--- src/inc/spt_defines.svh ---
`ifndef SPT_DEFINES_SVH
`define SPT_DEFINES_SVH
// How it works
// RULE_01 - tick is sysclock/64 divided by prescale value
// RULE_02 - two-bit field selects one of four modes
// RULE_03 - up to two configs; single uses A
// RULE_04 - data match or level hit enters run
// RULE_05 - constant mode: own on times, shared off
// RULE_06 - window end: peak above main and upper
// RULE_07 - on end: peak in wake window
// RULE_08 - hold decided peak, switch to run
// RULE_09 - blocking level suppresses data wake-up
// RULE_10 - level valid goes data, else reobserve
// RULE_11 - sync loss reinitialises, recheck level
// RULE_12 - recognition miss initialises both wake machines
// RULE_13 - level ready sticks until reinitialised
// RULE_14 - data ok wakes; data fail reinitialises
// RULE_15 - fallback: no sync in timeout stops
// RULE_16 - fallback: criterion fails, next config or sleep
// RULE_17 - ultrafast: no level hit, next or sleep
// RULE_18 - level check and sync timer start together
// RULE_19 - ultrafast needs data, extra bit, fallback mode
// RULE_20 - ultrafast: three-threshold window decision
// RULE_21 - fallback on period timed by config A
// RULE_22 - fallback modes only with three receive modes
// RULE_23 - mixed: A constant, B fallback
// RULE_24 - permanent search restarts at A until on ends
// RULE_25 - off expiry starts on with A
// ============================================================
// register map
`define SPT_A_CTRL 8'h00
`define SPT_A_PRES 8'h04
`define SPT_A_ONA 8'h08
`define SPT_A_ONB 8'h0c
`define SPT_A_OFF 8'h10
`define SPT_A_THR 8'h14
`define SPT_A_STO 8'h18
`define SPT_A_STAT 8'h1c
// ============================================================
// fields
`define SPT_F_MODE 1:0
`define SPT_F_MULTI 2
`define SPT_F_XLVL 3
`define SPT_F_DATA 4
`define SPT_F_SREC 5
`define SPT_F_RXM 7:6
`define SPT_F_EN 8
`define SPT_F_TH 7:0
`define SPT_F_BL 15:8
`define SPT_F_BH 23:16
`define SPT_RXM_OTHER 2'h3
// ============================================================
// reset values and counts
`define SPT_RST_CTRL 9'h000
`define SPT_RST_PRES 8'h01
`define SPT_RST_ON 16'h0010
`define SPT_RST_OFF 16'h0040
`define SPT_RST_THR 24'hff0080
`define SPT_RST_STO 16'h0008
`define SPT_PRE_LAST 6'h3f
`endif

--- src/inc/spt_pkg.sv ---
package spt_pkg;
  typedef enum logic [1:0] {
    constant_on_off = 2'h0,
    fast_fallback = 2'h1,
    mixed_polling = 2'h2,
    permanent_search = 2'h3
  } spt_mode_t;
  typedef enum logic [4:0] {
    st_idle = 5'h01,
    st_off = 5'h02,
    st_lvl = 5'h04,
    st_data = 5'h08,
    st_run = 5'h10
  } spt_state_t;
  typedef struct packed {
    logic [8:0] ctrl;
    logic [7:0] pres;
    logic [15:0] on_a;
    logic [15:0] on_b;
    logic [15:0] off_t;
    logic [15:0] sto;
    logic [23:0] thr;
    logic [31:0] pdata;
    logic rdy;
    logic err;
    spt_state_t st;
    logic rx_on;
    logic run;
    logic cfg_b;
    logic [5:0] pre_cnt;
    logic [7:0] ref_cnt;
    logic tick;
    logic [15:0] on_cnt;
    logic [15:0] off_cnt;
    logic [15:0] sync_cnt;
    logic [7:0] peak;
    logic [7:0] peak_hold;
    logic lvl_ready;
    logic wake;
    logic wu_init;
  } spt_regs_t;
endpackage : spt_pkg

--- src/rtl/spt_polling_timer.sv ---
// The implementer's own choices: the APB slave port and the register addresses.
`timescale 1ns/10ps
`include "spt_defines.svh"
module spt_polling_timer (
  input wire logic pclk,
  input wire logic presetn,
  input wire logic psel,
  input wire logic penable,
  input wire logic pwrite,
  input wire logic [7:0] paddr,
  input wire logic [31:0] pwdata,
  output logic [31:0] prdata,
  output logic pready,
  output logic pslverr,
  input wire logic [7:0] rssi_level,
  input wire logic sig_recog_hit,
  input wire logic obs_end,
  input wire logic sync_ok,
  input wire logic sync_lost,
  input wire logic data_ok,
  input wire logic data_fail,
  input wire logic run_exit,
  output logic rx_on,
  output logic cfg_b_sel,
  output logic run_mode,
  output logic wake_pulse,
  output logic wu_init,
  output spt_pkg::spt_state_t fsm_state
);
  import spt_pkg::*;

  localparam spt_regs_t RST = '{
    default: '0,
    ctrl: `SPT_RST_CTRL,
    pres: `SPT_RST_PRES,
    on_a: `SPT_RST_ON,
    on_b: `SPT_RST_ON,
    off_t: `SPT_RST_OFF,
    sto: `SPT_RST_STO,
    thr: `SPT_RST_THR,
    st: st_idle
  };

  spt_regs_t r;
  spt_regs_t n;
  spt_mode_t mode;
  logic acc;
  logic wr;
  logic mode_err;
  logic multi;
  logic xlvl;
  logic datac;
  logic srec;
  logic en;
  logic ffb_a;
  logic ffb_cfg;
  logic ultrafast_fallback;
  logic gate;
  logic pre_wrap;
  logic on_exp;
  logic off_exp;
  logic sync_exp;
  logic win_ok;
  logic coo_hit;
  logic blocked;
  logic lvl_ok;
  logic go_wake;
  logic go_next;
  logic restart_on;
  logic [7:0] th;
  logic [7:0] bl;
  logic [7:0] bh;

  // ============================================================
  // decoders
  function automatic logic reg_hit(input logic [7:0] a);
    case (a)
      `SPT_A_CTRL, `SPT_A_PRES, `SPT_A_ONA, `SPT_A_ONB,
      `SPT_A_OFF, `SPT_A_THR, `SPT_A_STO, `SPT_A_STAT: reg_hit = 1'b1;
      default: reg_hit = 1'b0;
    endcase
  endfunction : reg_hit

  // a programmed count of 0 behaves as 1 tick
  function automatic logic expired(input logic [15:0] c, input logic t);
    expired = t && (c <= 16'h0001);
  endfunction : expired

  function automatic logic in_window(input logic [7:0] p, input logic [7:0] t,
                                     input logic [7:0] lo, input logic [7:0] hi);
    in_window = (p > t) && ((p < lo) || (p > hi));
  endfunction : in_window

  // level gating applies to constant configs and to ultrafast ones only
  function automatic spt_state_t first_state(input logic ffbx);
    first_state = (datac && !(xlvl && (ffbx ? ultrafast_fallback : 1'b1))) ? st_data : st_lvl;
  endfunction : first_state

  // ============================================================
  // next state
  always_comb begin
    n = r;
    n.wake = 1'b0;
    n.wu_init = 1'b0;
    n.tick = 1'b0;
    go_wake = 1'b0;
    go_next = 1'b0;
    restart_on = 1'b0;
    lvl_ok = 1'b0;
    mode = spt_mode_t'(r.ctrl[`SPT_F_MODE]); // RULE_02
    mode_err = 1'b0;
    if (mode != constant_on_off && r.ctrl[`SPT_F_RXM] == `SPT_RXM_OTHER) begin // RULE_22
      mode = constant_on_off;
      mode_err = 1'b1;
    end
    multi = r.ctrl[`SPT_F_MULTI];
    xlvl = r.ctrl[`SPT_F_XLVL];
    datac = r.ctrl[`SPT_F_DATA];
    srec = r.ctrl[`SPT_F_SREC];
    en = r.ctrl[`SPT_F_EN];
    th = r.thr[`SPT_F_TH];
    bl = r.thr[`SPT_F_BL];
    bh = r.thr[`SPT_F_BH];
    ffb_a = (mode == fast_fallback) || (mode == permanent_search);
    ffb_cfg = ffb_a || (mode == mixed_polling && r.cfg_b); // RULE_23
    ultrafast_fallback = datac && xlvl && ffb_a; // RULE_19
    gate = datac && xlvl && (ffb_cfg ? ultrafast_fallback : 1'b1);
    win_ok = in_window(r.peak, th, bl, bh); // RULE_20
    coo_hit = (r.peak > th) && (r.peak > bh); // RULE_06
    blocked = (r.peak >= bl) && (r.peak <= bh);

    // apb slave, one wait state on every access
    acc = psel && penable;
    wr = acc && r.rdy && pwrite;
    n.rdy = acc && !r.rdy;
    n.err = acc && !r.rdy && !reg_hit(paddr);
    if (acc && !r.rdy) begin
      case (paddr)
        `SPT_A_CTRL: n.pdata = {23'h000000, r.ctrl};
        `SPT_A_PRES: n.pdata = {24'h000000, r.pres};
        `SPT_A_ONA: n.pdata = {16'h0000, r.on_a};
        `SPT_A_ONB: n.pdata = {16'h0000, r.on_b};
        `SPT_A_OFF: n.pdata = {16'h0000, r.off_t};
        `SPT_A_THR: n.pdata = {8'h00, r.thr};
        `SPT_A_STO: n.pdata = {16'h0000, r.sto};
        `SPT_A_STAT: n.pdata = {15'h0000, r.st, mode_err, r.lvl_ready, r.run, r.cfg_b, r.peak_hold};
        default: n.pdata = 32'h00000000;
      endcase
    end
    if (wr) begin
      case (paddr)
        `SPT_A_CTRL: n.ctrl = pwdata[8:0];
        `SPT_A_PRES: n.pres = pwdata[7:0];
        `SPT_A_ONA: n.on_a = pwdata[15:0]; // RULE_05
        `SPT_A_ONB: n.on_b = pwdata[15:0];
        `SPT_A_OFF: n.off_t = pwdata[15:0];
        `SPT_A_THR: n.thr = pwdata[23:0];
        `SPT_A_STO: n.sto = pwdata[15:0];
        default: n.pdata = r.pdata;
      endcase
    end

    // ============================================================
    // reference timer: fixed /64 then programmable divide
    pre_wrap = (r.pre_cnt == `SPT_PRE_LAST);
    n.pre_cnt = r.pre_cnt + 6'h01;
    if (pre_wrap) begin
      if (8'(r.ref_cnt + 8'h01) >= r.pres) begin // RULE_01
        n.ref_cnt = 8'h00;
        n.tick = 1'b1;
      end else begin
        n.ref_cnt = r.ref_cnt + 8'h01;
      end
    end

    // ============================================================
    // on-off and sync timers
    on_exp = expired(r.on_cnt, r.tick);
    // the off period only counts once the on period is used up, so an early
    // fallback shutdown keeps the master period fixed
    off_exp = expired(r.off_cnt, r.tick) && (r.on_cnt == 16'h0000); // RULE_21
    sync_exp = ffb_cfg && !sync_ok && expired(r.sync_cnt, r.tick);
    // on timer keeps running while asleep early; receiver shutdown does not stop it
    if (r.tick && (r.rx_on || r.st == st_off) && r.on_cnt != 16'h0000) begin
      n.on_cnt = r.on_cnt - 16'h0001; // RULE_21
    end
    if (r.tick && r.st == st_off && r.on_cnt == 16'h0000 && r.off_cnt != 16'h0000) begin
      n.off_cnt = r.off_cnt - 16'h0001;
    end
    // timeout only runs while no bit-stream lock is held
    if (r.tick && r.rx_on && !sync_ok && r.sync_cnt != 16'h0000) begin
      n.sync_cnt = r.sync_cnt - 16'h0001;
    end
    if (r.rx_on && rssi_level > r.peak) begin
      n.peak = rssi_level;
    end

    // ============================================================
    // control fsm
    case (r.st)
      st_idle: begin
        restart_on = en;
      end
      st_off: begin
        restart_on = off_exp; // RULE_25
      end
      st_run: begin
        restart_on = run_exit;
      end
      st_lvl: begin
        if (on_exp) begin
          if (!datac && !ffb_cfg && (srec ? sig_recog_hit : win_ok)) begin // RULE_07
            go_wake = 1'b1;
          end else begin
            go_next = 1'b1;
          end
        end else if (sync_exp) begin
          go_next = 1'b1; // RULE_15
        end else if (obs_end) begin
          if (!datac) begin
            go_wake = srec ? sig_recog_hit : (ffb_cfg ? win_ok : coo_hit); // RULE_04 RULE_06
          end else begin
            lvl_ok = srec ? sig_recog_hit : win_ok; // RULE_20
            if (lvl_ok) begin
              n.lvl_ready = 1'b1; // RULE_13
              n.st = st_data; // RULE_10
            end else if (ffb_cfg) begin
              go_next = 1'b1; // RULE_17
            end else begin
              // new observation period; both wake machines restart
              n.wu_init = 1'b1; // RULE_10 RULE_12
              n.lvl_ready = 1'b0;
            end
          end
        end
      end
      st_data: begin
        if (on_exp) begin
          go_next = 1'b1;
        end else if (sync_exp) begin
          go_next = 1'b1; // RULE_15
        end else if (data_ok && !(gate && blocked)) begin
          go_wake = 1'b1; // RULE_04 RULE_09 RULE_14
        end else if (data_fail) begin
          if (ffb_cfg) begin
            go_next = 1'b1; // RULE_16
          end else begin
            n.wu_init = 1'b1; // RULE_14
            n.lvl_ready = 1'b0;
            n.st = first_state(ffb_cfg);
          end
        end else if (sync_lost) begin
          n.wu_init = 1'b1; // RULE_11
          n.lvl_ready = 1'b0;
          n.st = first_state(ffb_cfg);
        end
      end
      default: begin
        n.st = st_idle;
      end
    endcase

    if (go_wake) begin
      n.st = st_run;
      n.wake = 1'b1;
      n.peak_hold = r.peak; // RULE_08
    end else if (restart_on) begin
      n.st = first_state(ffb_a); // RULE_25
      n.cfg_b = 1'b0;
      n.on_cnt = r.on_a;
      n.sync_cnt = r.sto; // RULE_18
      n.peak = 8'h00;
      n.wu_init = 1'b1;
      n.lvl_ready = 1'b0;
    end else if (go_next) begin
      n.wu_init = 1'b1;
      n.lvl_ready = 1'b0;
      n.peak = 8'h00;
      n.sync_cnt = r.sto; // RULE_18
      if (!r.cfg_b && multi) begin // RULE_03
        n.cfg_b = 1'b1;
        // fallback keeps one on period across configs
        if (!ffb_a) begin
          n.on_cnt = r.on_b; // RULE_05 RULE_21 RULE_23
        end
        n.st = first_state(ffb_a || mode == mixed_polling);
      end else if (mode == permanent_search && !on_exp) begin
        n.cfg_b = 1'b0; // RULE_24
        n.st = first_state(1'b1);
      end else begin
        n.cfg_b = 1'b0;
        n.st = st_off; // RULE_16 RULE_17
        n.off_cnt = r.off_t; // RULE_25
      end
    end
    if (!en) begin
      n.st = st_idle;
      n.cfg_b = 1'b0;
    end
    n.rx_on = (n.st == st_lvl) || (n.st == st_data);
    n.run = (n.st == st_run);
  end

  always_ff @(posedge pclk or negedge presetn) begin
    if (!presetn) begin
      r <= RST;
    end else begin
      r <= n;
    end
  end

  assign prdata = r.pdata;
  assign pready = r.rdy;
  assign pslverr = r.err;
  assign rx_on = r.rx_on;
  assign cfg_b_sel = r.cfg_b;
  assign run_mode = r.run;
  assign wake_pulse = r.wake;
  assign wu_init = r.wu_init;
  assign fsm_state = r.st;
endmodule : spt_polling_timer

--- config.mk ---
export PLATFORM = sky130hd
export DESIGN_NAME = spt_polling_timer
export DESIGN_NICKNAME = d
export VERILOG_FILES = /design/src/inc/spt_pkg.sv /design/src/rtl/spt_polling_timer.sv
export VERILOG_INCLUDE_DIRS = /design/src /design/src/inc
export SDC_FILE = /design/constraint.sdc
export NUM_CORES = 1
export LEC_CHECK = 0
export BUFFER_PORTS_ARGS = -buffer_cell sky130_fd_sc_hd__buf_2
export CAP_MARGIN = 25
export CORE_AREA = 3 3 151 153
export DETAILED_ROUTE_END_ITERATION = 8
export DIE_AREA = 0 0 154 156
export GPL_ROUTABILITY_DRIVEN = 0
export MAX_ROUTING_LAYER = met4
export PLACE_DENSITY_LB_ADDON = 0.3
export SYNTH_ARGS = -nofsm -noshare
export SYNTH_HDL_FRONTEND = slang
export SYNTH_SLANG_ARGS = --single-unit
--- constraint.sdc ---
create_clock -name pclk -period 3.85 [get_ports pclk]
set_input_delay 0.5775 -clock pclk [delete_from_list [all_inputs] [get_ports pclk]]
set_output_delay 0.5775 -clock pclk [all_outputs]
set_load 0.03 [all_outputs]
==> run summary, run 1 <==
status: completed
R2R cell count: 10
sequential share of the synthesized area: 0.471
total gr overflow: 0
1st-iter DRT viols: 807
die area: 0.0240 mm²
Reg area: 0.00555 mm²
Leak Pwr: 6.22 nW
worst setup path class: flop to flop
PortBufs: 87
fmax: 297 MHz
Area Growth Syn to Fin: 12.8%
CTS tree: built
Via density: 6.04
Hold Fails Final Rpt: 0
worst r2r dst: r[50]
setup bufs post-CTS: 0
antenna diode count: 0
CP max-delay cell: nor4_1
total negative slack: 0 ns
Cell variety after synth: 68
post_cts resized: 0
Clock Tree Root: clkbuf_16
crit path DAT: 3.76 ns
Num CTS Buffers: 24
H-tree depth: 1
nets@finish: 1305
synth warn: 0
fraction of layout cells with a size suffix above 1: 0.254
Mean Syn Cell Area: 10.5 µm²
Antenna Nets Post-Route: 0
maximum VDD drop: 0.000355 V
top-count cell post-synth: dfrtp_1
max cap viols: 0
design area: 0.0133 mm²
Mapped Area: 0.0118 mm²
PD cells: 381 mW/mm²
Tightest Hold Check Type: primary input to asynchronous set/reset pin
Core Area: 0.0217 mm²
Mapped Cells: 1127
CP endpoint kind: flop
max_slew headroom: 0.368
vias in the first global route: 8849
Routed Wire Length: 30.6 mm
CTS Sinks: 221
DRC: 0
worst path cell trace: or3_1 -> nor4_1 -> o2111ai_1 -> o41a_1 -> a21o_1 -> o211ai_4 -> nand2_1 -> buf_12 -> nor2_1 -> a21oi_1
num rows: 54
Final Max Slew Viols: 0
Commonest cells post-synth: dfrtp_1, mux2_2, nand2_1, nor2_1, inv_1
Initial Utilization: 0.543
detailed-route via count: 9027
initial antenna violation count: 0
WL/cell: 20.4 µm
fillcell total: 1764
Post-DP HPWL: 21.9 mm
Buf/Inv on CP: 1
CP peak stage delay: 0.52 ns
largest net degree at the start of global routing: 98
Async SR Flop Fraction: 1.00
type of origin of the critical path: flop
FF+latch count, synth: 221
Post-synth top flop: dfrtp_1
worst slew pin tran: 0.945 ns
maximum clock path buffer count: 3
ranking of synthesized cells by area: dfrtp_1, mux2_2, ha_1
Worst-Skew Late Latency: 0.52 ns
required time worst endpoint: 4.24 ns
area leader, netlist: dfrtp_1
Layout Skew: 0.0137 ns
first-pass GRT wire length: 48.5 mm
DP Area: 0.0124 mm²
Clock Pin Slew Worst Setup and Hold Paths: 0.07 ns
Period minus WS final: 3.37 ns
Synth top area share: 0.438
placed insts: 1451
area of the multi-input gates: 0.00561 mm²
I/O Pins: 104
RSZ-0062 raised after global routing: no
Non-Filler Instances: 1495
die width: 154 µm
Max Fanout on Critical Path: 21
First-pass DRT Iterations: 5
CTS Hold Bufs: 0
GRT Util Overall: 0.260
Die Height: 156 µm
crit share post-route: 0.874
count of flip-flops with a built-in enable after synthesis: 0
RR Startpoint: r[63]
Crit path max-delay family: simple AND/OR/NAND/NOR gates
FF-to-FF setup slack: 0.48 ns
final setup fails: 0
[registers in the layout, summed over array words and instances, names as in the netlist, 5 cells and up]
register   flops
bl             8
bh             8
prdata        24
fsm_state      5
r            166
[per-stage QoR]
stage	hold slack [ns]	total power, mW	worst slack, ns	utilization
floorplan	0.282	2.45	1.10	-
global placement	0.447	2.56	0.638	0.572
detailed placement	0.452	2.56	0.569	0.572
CTS	0.103	5.10	0.561	0.613
global route	0.111	5.22	0.336	0.613
finish	0.0321	5.06	0.484	0.613
[worst max-delay path by stage]
| stage | from | to | cells after the start |
|---|---|---|---|
| after CTS | r[63] | r[44] | 10 |
| after global routing | r[63] | r[46] | 10 |
| after floorplan | r[23] | r[55] | 10 |
| after global placement | r[63] | r[44] | 10 |
| final | r[63] | r[50] | 10 |
| after detailed placement | r[63] | r[44] | 10 |
[cells by family after synthesis]
| logic type | after synthesis | share of synthesized area |
|---|---|---|
| adders and majority gates | 48 | 0.0510 |
| buffers and inverters | 133 | 0.0573 |
| and+or+nand+nor | 303 | 0.124 |
| xor gates and xnor gates | 52 | 0.0387 |
| AOI/OAI and AO/OA | 249 | 0.144 |
| other | 1 | 0.000318 |
| DFF | 221 | 0.471 |
| muxes | 120 | 0.113 |
[cells in the final DEF, fill, tap and decap left out, types with 6 or more instances in the layout]
cell type  instances
conb_1             8
o21ai_0           53
clkbuf_16         25
mux2_2           107
xnor2_1           38
a41oi_1            8
nor4_1             7
a21o_1            16
or3_1             12
nor2_1            71
xor2_1            14
a21oi_1           44
nand2_1          102
o21ai_2           11
and3_1             7
nand2b_1          12
dfstp_2           15
a221oi_1           8
nand4_1            7
buf_2             86
a211oi_1           6
nor3_1            20
a31oi_1            9
dfrtp_1          206
buf_4             23
nand3_1           27
ha_1              48
nor2b_1            7
a22oi_1           55
mux2i_1           13
o211ai_1           8
inv_1             56
[metal layers]
layer,vias up,routed length (µm),GRT usage,part of all wire
li1,4158,-,-,-
met5,-,0,-,0
met3,66,1850,0.0402,0.061
met1,4494,13600,0.355,0.44
met2,309,14200,0.407,0.46
met4,0,958,0.0732,0.031
[cell type report]
class	count	area share
inverter	57	0.0161
clock inverter	12	0.0141
clock buffer	32	0.0528
sequential	221	0.418
multi-input combinational	780	0.422
timing repair buffer	113	0.0510
tap	280	0.0264
[power breakdown]
| group | switching (mW) | leakage (nW) | internal (mW) | total, mW |
|---|---|---|---|---|
| registers | 0.00964 | 2.92 | 2.33 | 2.34 |
| clock network | 0.979 | 0.430 | 1.56 | 2.54 |
| logic | 0.127 | 2.87 | 0.0497 | 0.177 |
| total | 1.12 | 6.22 | 3.94 | 5.06 |
(Power assumes the default switching activity.)
==> run 2: changes to the inputs <==
--- a/config.mk
+++ b/config.mk
@@ -8,9 +8,11 @@
 export LEC_CHECK = 0
 export BUFFER_PORTS_ARGS = -buffer_cell sky130_fd_sc_hd__buf_2
 export CAP_MARGIN = 25
-export CORE_AREA = 3 3 151 153
+export CELL_PAD_IN_SITES_DETAIL_PLACEMENT = 1
+export CELL_PAD_IN_SITES_GLOBAL_PLACEMENT = 1
+export CORE_AREA = 3 3 161 163
 export DETAILED_ROUTE_END_ITERATION = 8
-export DIE_AREA = 0 0 154 156
+export DIE_AREA = 0 0 164 166
 export GPL_ROUTABILITY_DRIVEN = 0
 export MAX_ROUTING_LAYER = met4
 export PLACE_DENSITY_LB_ADDON = 0.3
==> run summary, run 2 (synthesis gave the netlist of run 1 again) <==
total power: 4.95 mW (-2.1%)
GRT Util Overall: 0.262 (+0.00222)
Initial Utilization: 0.482 (-0.0616)
Hold Fails Final Rpt: 0 (unchanged)
maximum VDD drop: 0.000255 V (-28%)
worst slew pin tran: 0.921 ns (-0.0239 ns)
Area Growth Syn to Fin: 12.5%
status: completed
PortBufs: 87 (unchanged)
die width: 164 µm (+6.5%)
Routed Wire Length: 34.5 mm (+13%)
num rows: 57 (+5.6%)
met3 Track Usage GR: 0.0344 (-0.00580)
Period minus WS final: 3.39 ns (+0.0249 ns)
nets@finish: 1304 (-0.077%)
post_cts resized: 0 (unchanged)
total negative slack: 0 ns (unchanged)
Via density: 5.94 (-1.6%)
fraction of layout cells with a size suffix above 1: 0.247 (-0.00761)
Core Area: 0.0245 mm² (+13%)
Max Fanout on Critical Path: 8 (-62%)
M2 GR Usage: 0.414 (+0.00765)
maximum clock path buffer count: 3 (unchanged)
M1 GR Usage: 0.342 (-0.0129)
fmax: 295 MHz (-0.73%)
Crit path max-delay family: simple AND/OR/NAND/NOR gates
CTS tree: built
worst setup path class: flop to flop
worst path cell trace: or3_1 -> nor4_1 -> o2111ai_1 -> o41a_1 -> a21o_1 -> o21ai_0 -> and3_1 -> buf_4 -> mux2i_1 -> o21ai_0
Tightest Hold Check Type: primary input to asynchronous set/reset pin
leading cell types in the layout, fill and taps excluded: dfrtp_1, mux2_2, nand2_1, buf_2, nor2_1
die area: 0.0272 mm² (+13%)
Post-DP HPWL: 25.1 mm (+15%)
H-tree depth: 1 (unchanged)
Antenna Nets Post-Route: 0 (unchanged)
DP Area: 0.0124 mm² (+0.16%)
CP max-delay cell: or3_1
vias in the first global route: 9807 (+11%)
1st-iter DRT viols: 686 (-15%)
final core occ: 0.542 (-0.0708)
setup bufs post-CTS: 0 (unchanged)
CP peak stage delay: 0.47 ns (-0.05 ns)
first-pass GRT wire length: 54.7 mm (+13%)
largest register by flop count: r
design area: 0.0133 mm² (-0.23%)
Largest register FFs: 166 (unchanged)
crit path DAT: 3.79 ns (+0.03 ns)
Die Height: 166 µm (+6.4%)
PD cells: 374 mW/mm² (-1.9%)
Leak Pwr: 6.18 nW (-0.63%)
crit share post-route: 0.881 (+0.00647)
Hold Slack: 0.0981 ns (+0.0660 ns)
type of origin of the critical path: flop
Num CTS Buffers: 26 (+8.3%)
I/O Pins: 104 (unchanged)
largest net degree at the start of global routing: 114 (+16%)
detailed-route via count: 9146 (+1.3%)
DRC: 0 (unchanged)
required time worst endpoint: 4.25 ns (about the same)
Layout Skew: 0.00952 ns (-0.00418 ns)
most used cell, CP: o21ai_0
max cap viols: 0 (unchanged)
First-pass DRT Iterations: 5 (unchanged)
Buf/Inv on CP: 1 (unchanged)
initial antenna violation count: 0 (unchanged)
commonest non-fill, non-tap cell in the layout: dfrtp_1
Final Max Slew Viols: 0 (unchanged)
final setup fails: 0 (unchanged)
WL/cell: 22.4 µm (+9.7%)
gr busiest metal: met2
CTS Sinks: 221 (unchanged)
CP endpoint kind: flop
total gr overflow: 0 (unchanged)
max_slew headroom: 0.386 (+0.0175)
Clock Pin Slew Worst Setup and Hold Paths: 0.06 ns (about the same)
RSZ-0062 raised after global routing: no
Clock Tree Root: clkbuf_16
CTS Hold Bufs: 0 (unchanged)
Worst-Skew Late Latency: 0.53 ns (about the same)
antenna diode count: 0 (unchanged)
run 2: changes by cell type in the layout (fill, tap and decap cells not counted):
cell,before,now
buf_12,3,2
buf_4,23,21
bufinv_16,4,1
clkbuf_1,2,12
clkbuf_16,25,27
clkinv_4,3,1
clkinv_8,1,0
clkinvlp_4,2,0
run 2: metrics by stage:
| stage | setup slack [ns] | cells |
|---|---|---|
| final | 0.459 | 1540 |
| after global routing | 0.270 | 1540 |
| after CTS | 0.468 | 1540 |
| after detailed placement | 0.480 | 1492 |
| after global placement | 0.578 | 1492 |
| after floorplan | 1.10 | 1134 |
run 2: metal layers:
layer  share of wire  wire (µm)
met1            0.43      15000
met3           0.049       1700
met2            0.47      16300
met5               0          0
met4           0.046       1580
run 2: power by group:
| group | switching [mW] | internal, mW | leakage [nW] |
|---|---|---|---|
| clock network | 0.974 | 1.45 | 0.409 |
| registers | 0.0102 | 2.33 | 2.92 |
| logic | 0.132 | 0.0504 | 2.85 |
| total | 1.12 | 3.84 | 6.18 |
run 2: final timing paths:
check / slack (ns) / end / startpoint / depth (start not counted)
setup / recovery: 0.46 / r[52] / r[61] / 10
hold / removal: 0.1 / r[30] / presetn / 1
setup reg to reg: 0.46 / r[52] / r[61] / 10
hold reg to reg: 0.47 / prdata[22] / prdata[22] / 2
max in group asynchronous: 2.72 / bh[7] / presetn / 2
min in group pclk: 0.28 / bh[5] / pwdata[21] / 2
run 2: layout make-up:
| cell class | count | area [µm²] |
|---|---|---|
| Clock inverter | 4 | 48.8 |
| Fill cell | 2731 | 11200 |
| Multi-Input combinational cell | 780 | 5610 |
| Sequential cell | 221 | 5550 |
| Clock buffer | 44 | 790 |
| Tap cell | 324 | 405 |
| Timing Repair Buffer | 110 | 643 |
| Inverter | 57 | 214 |
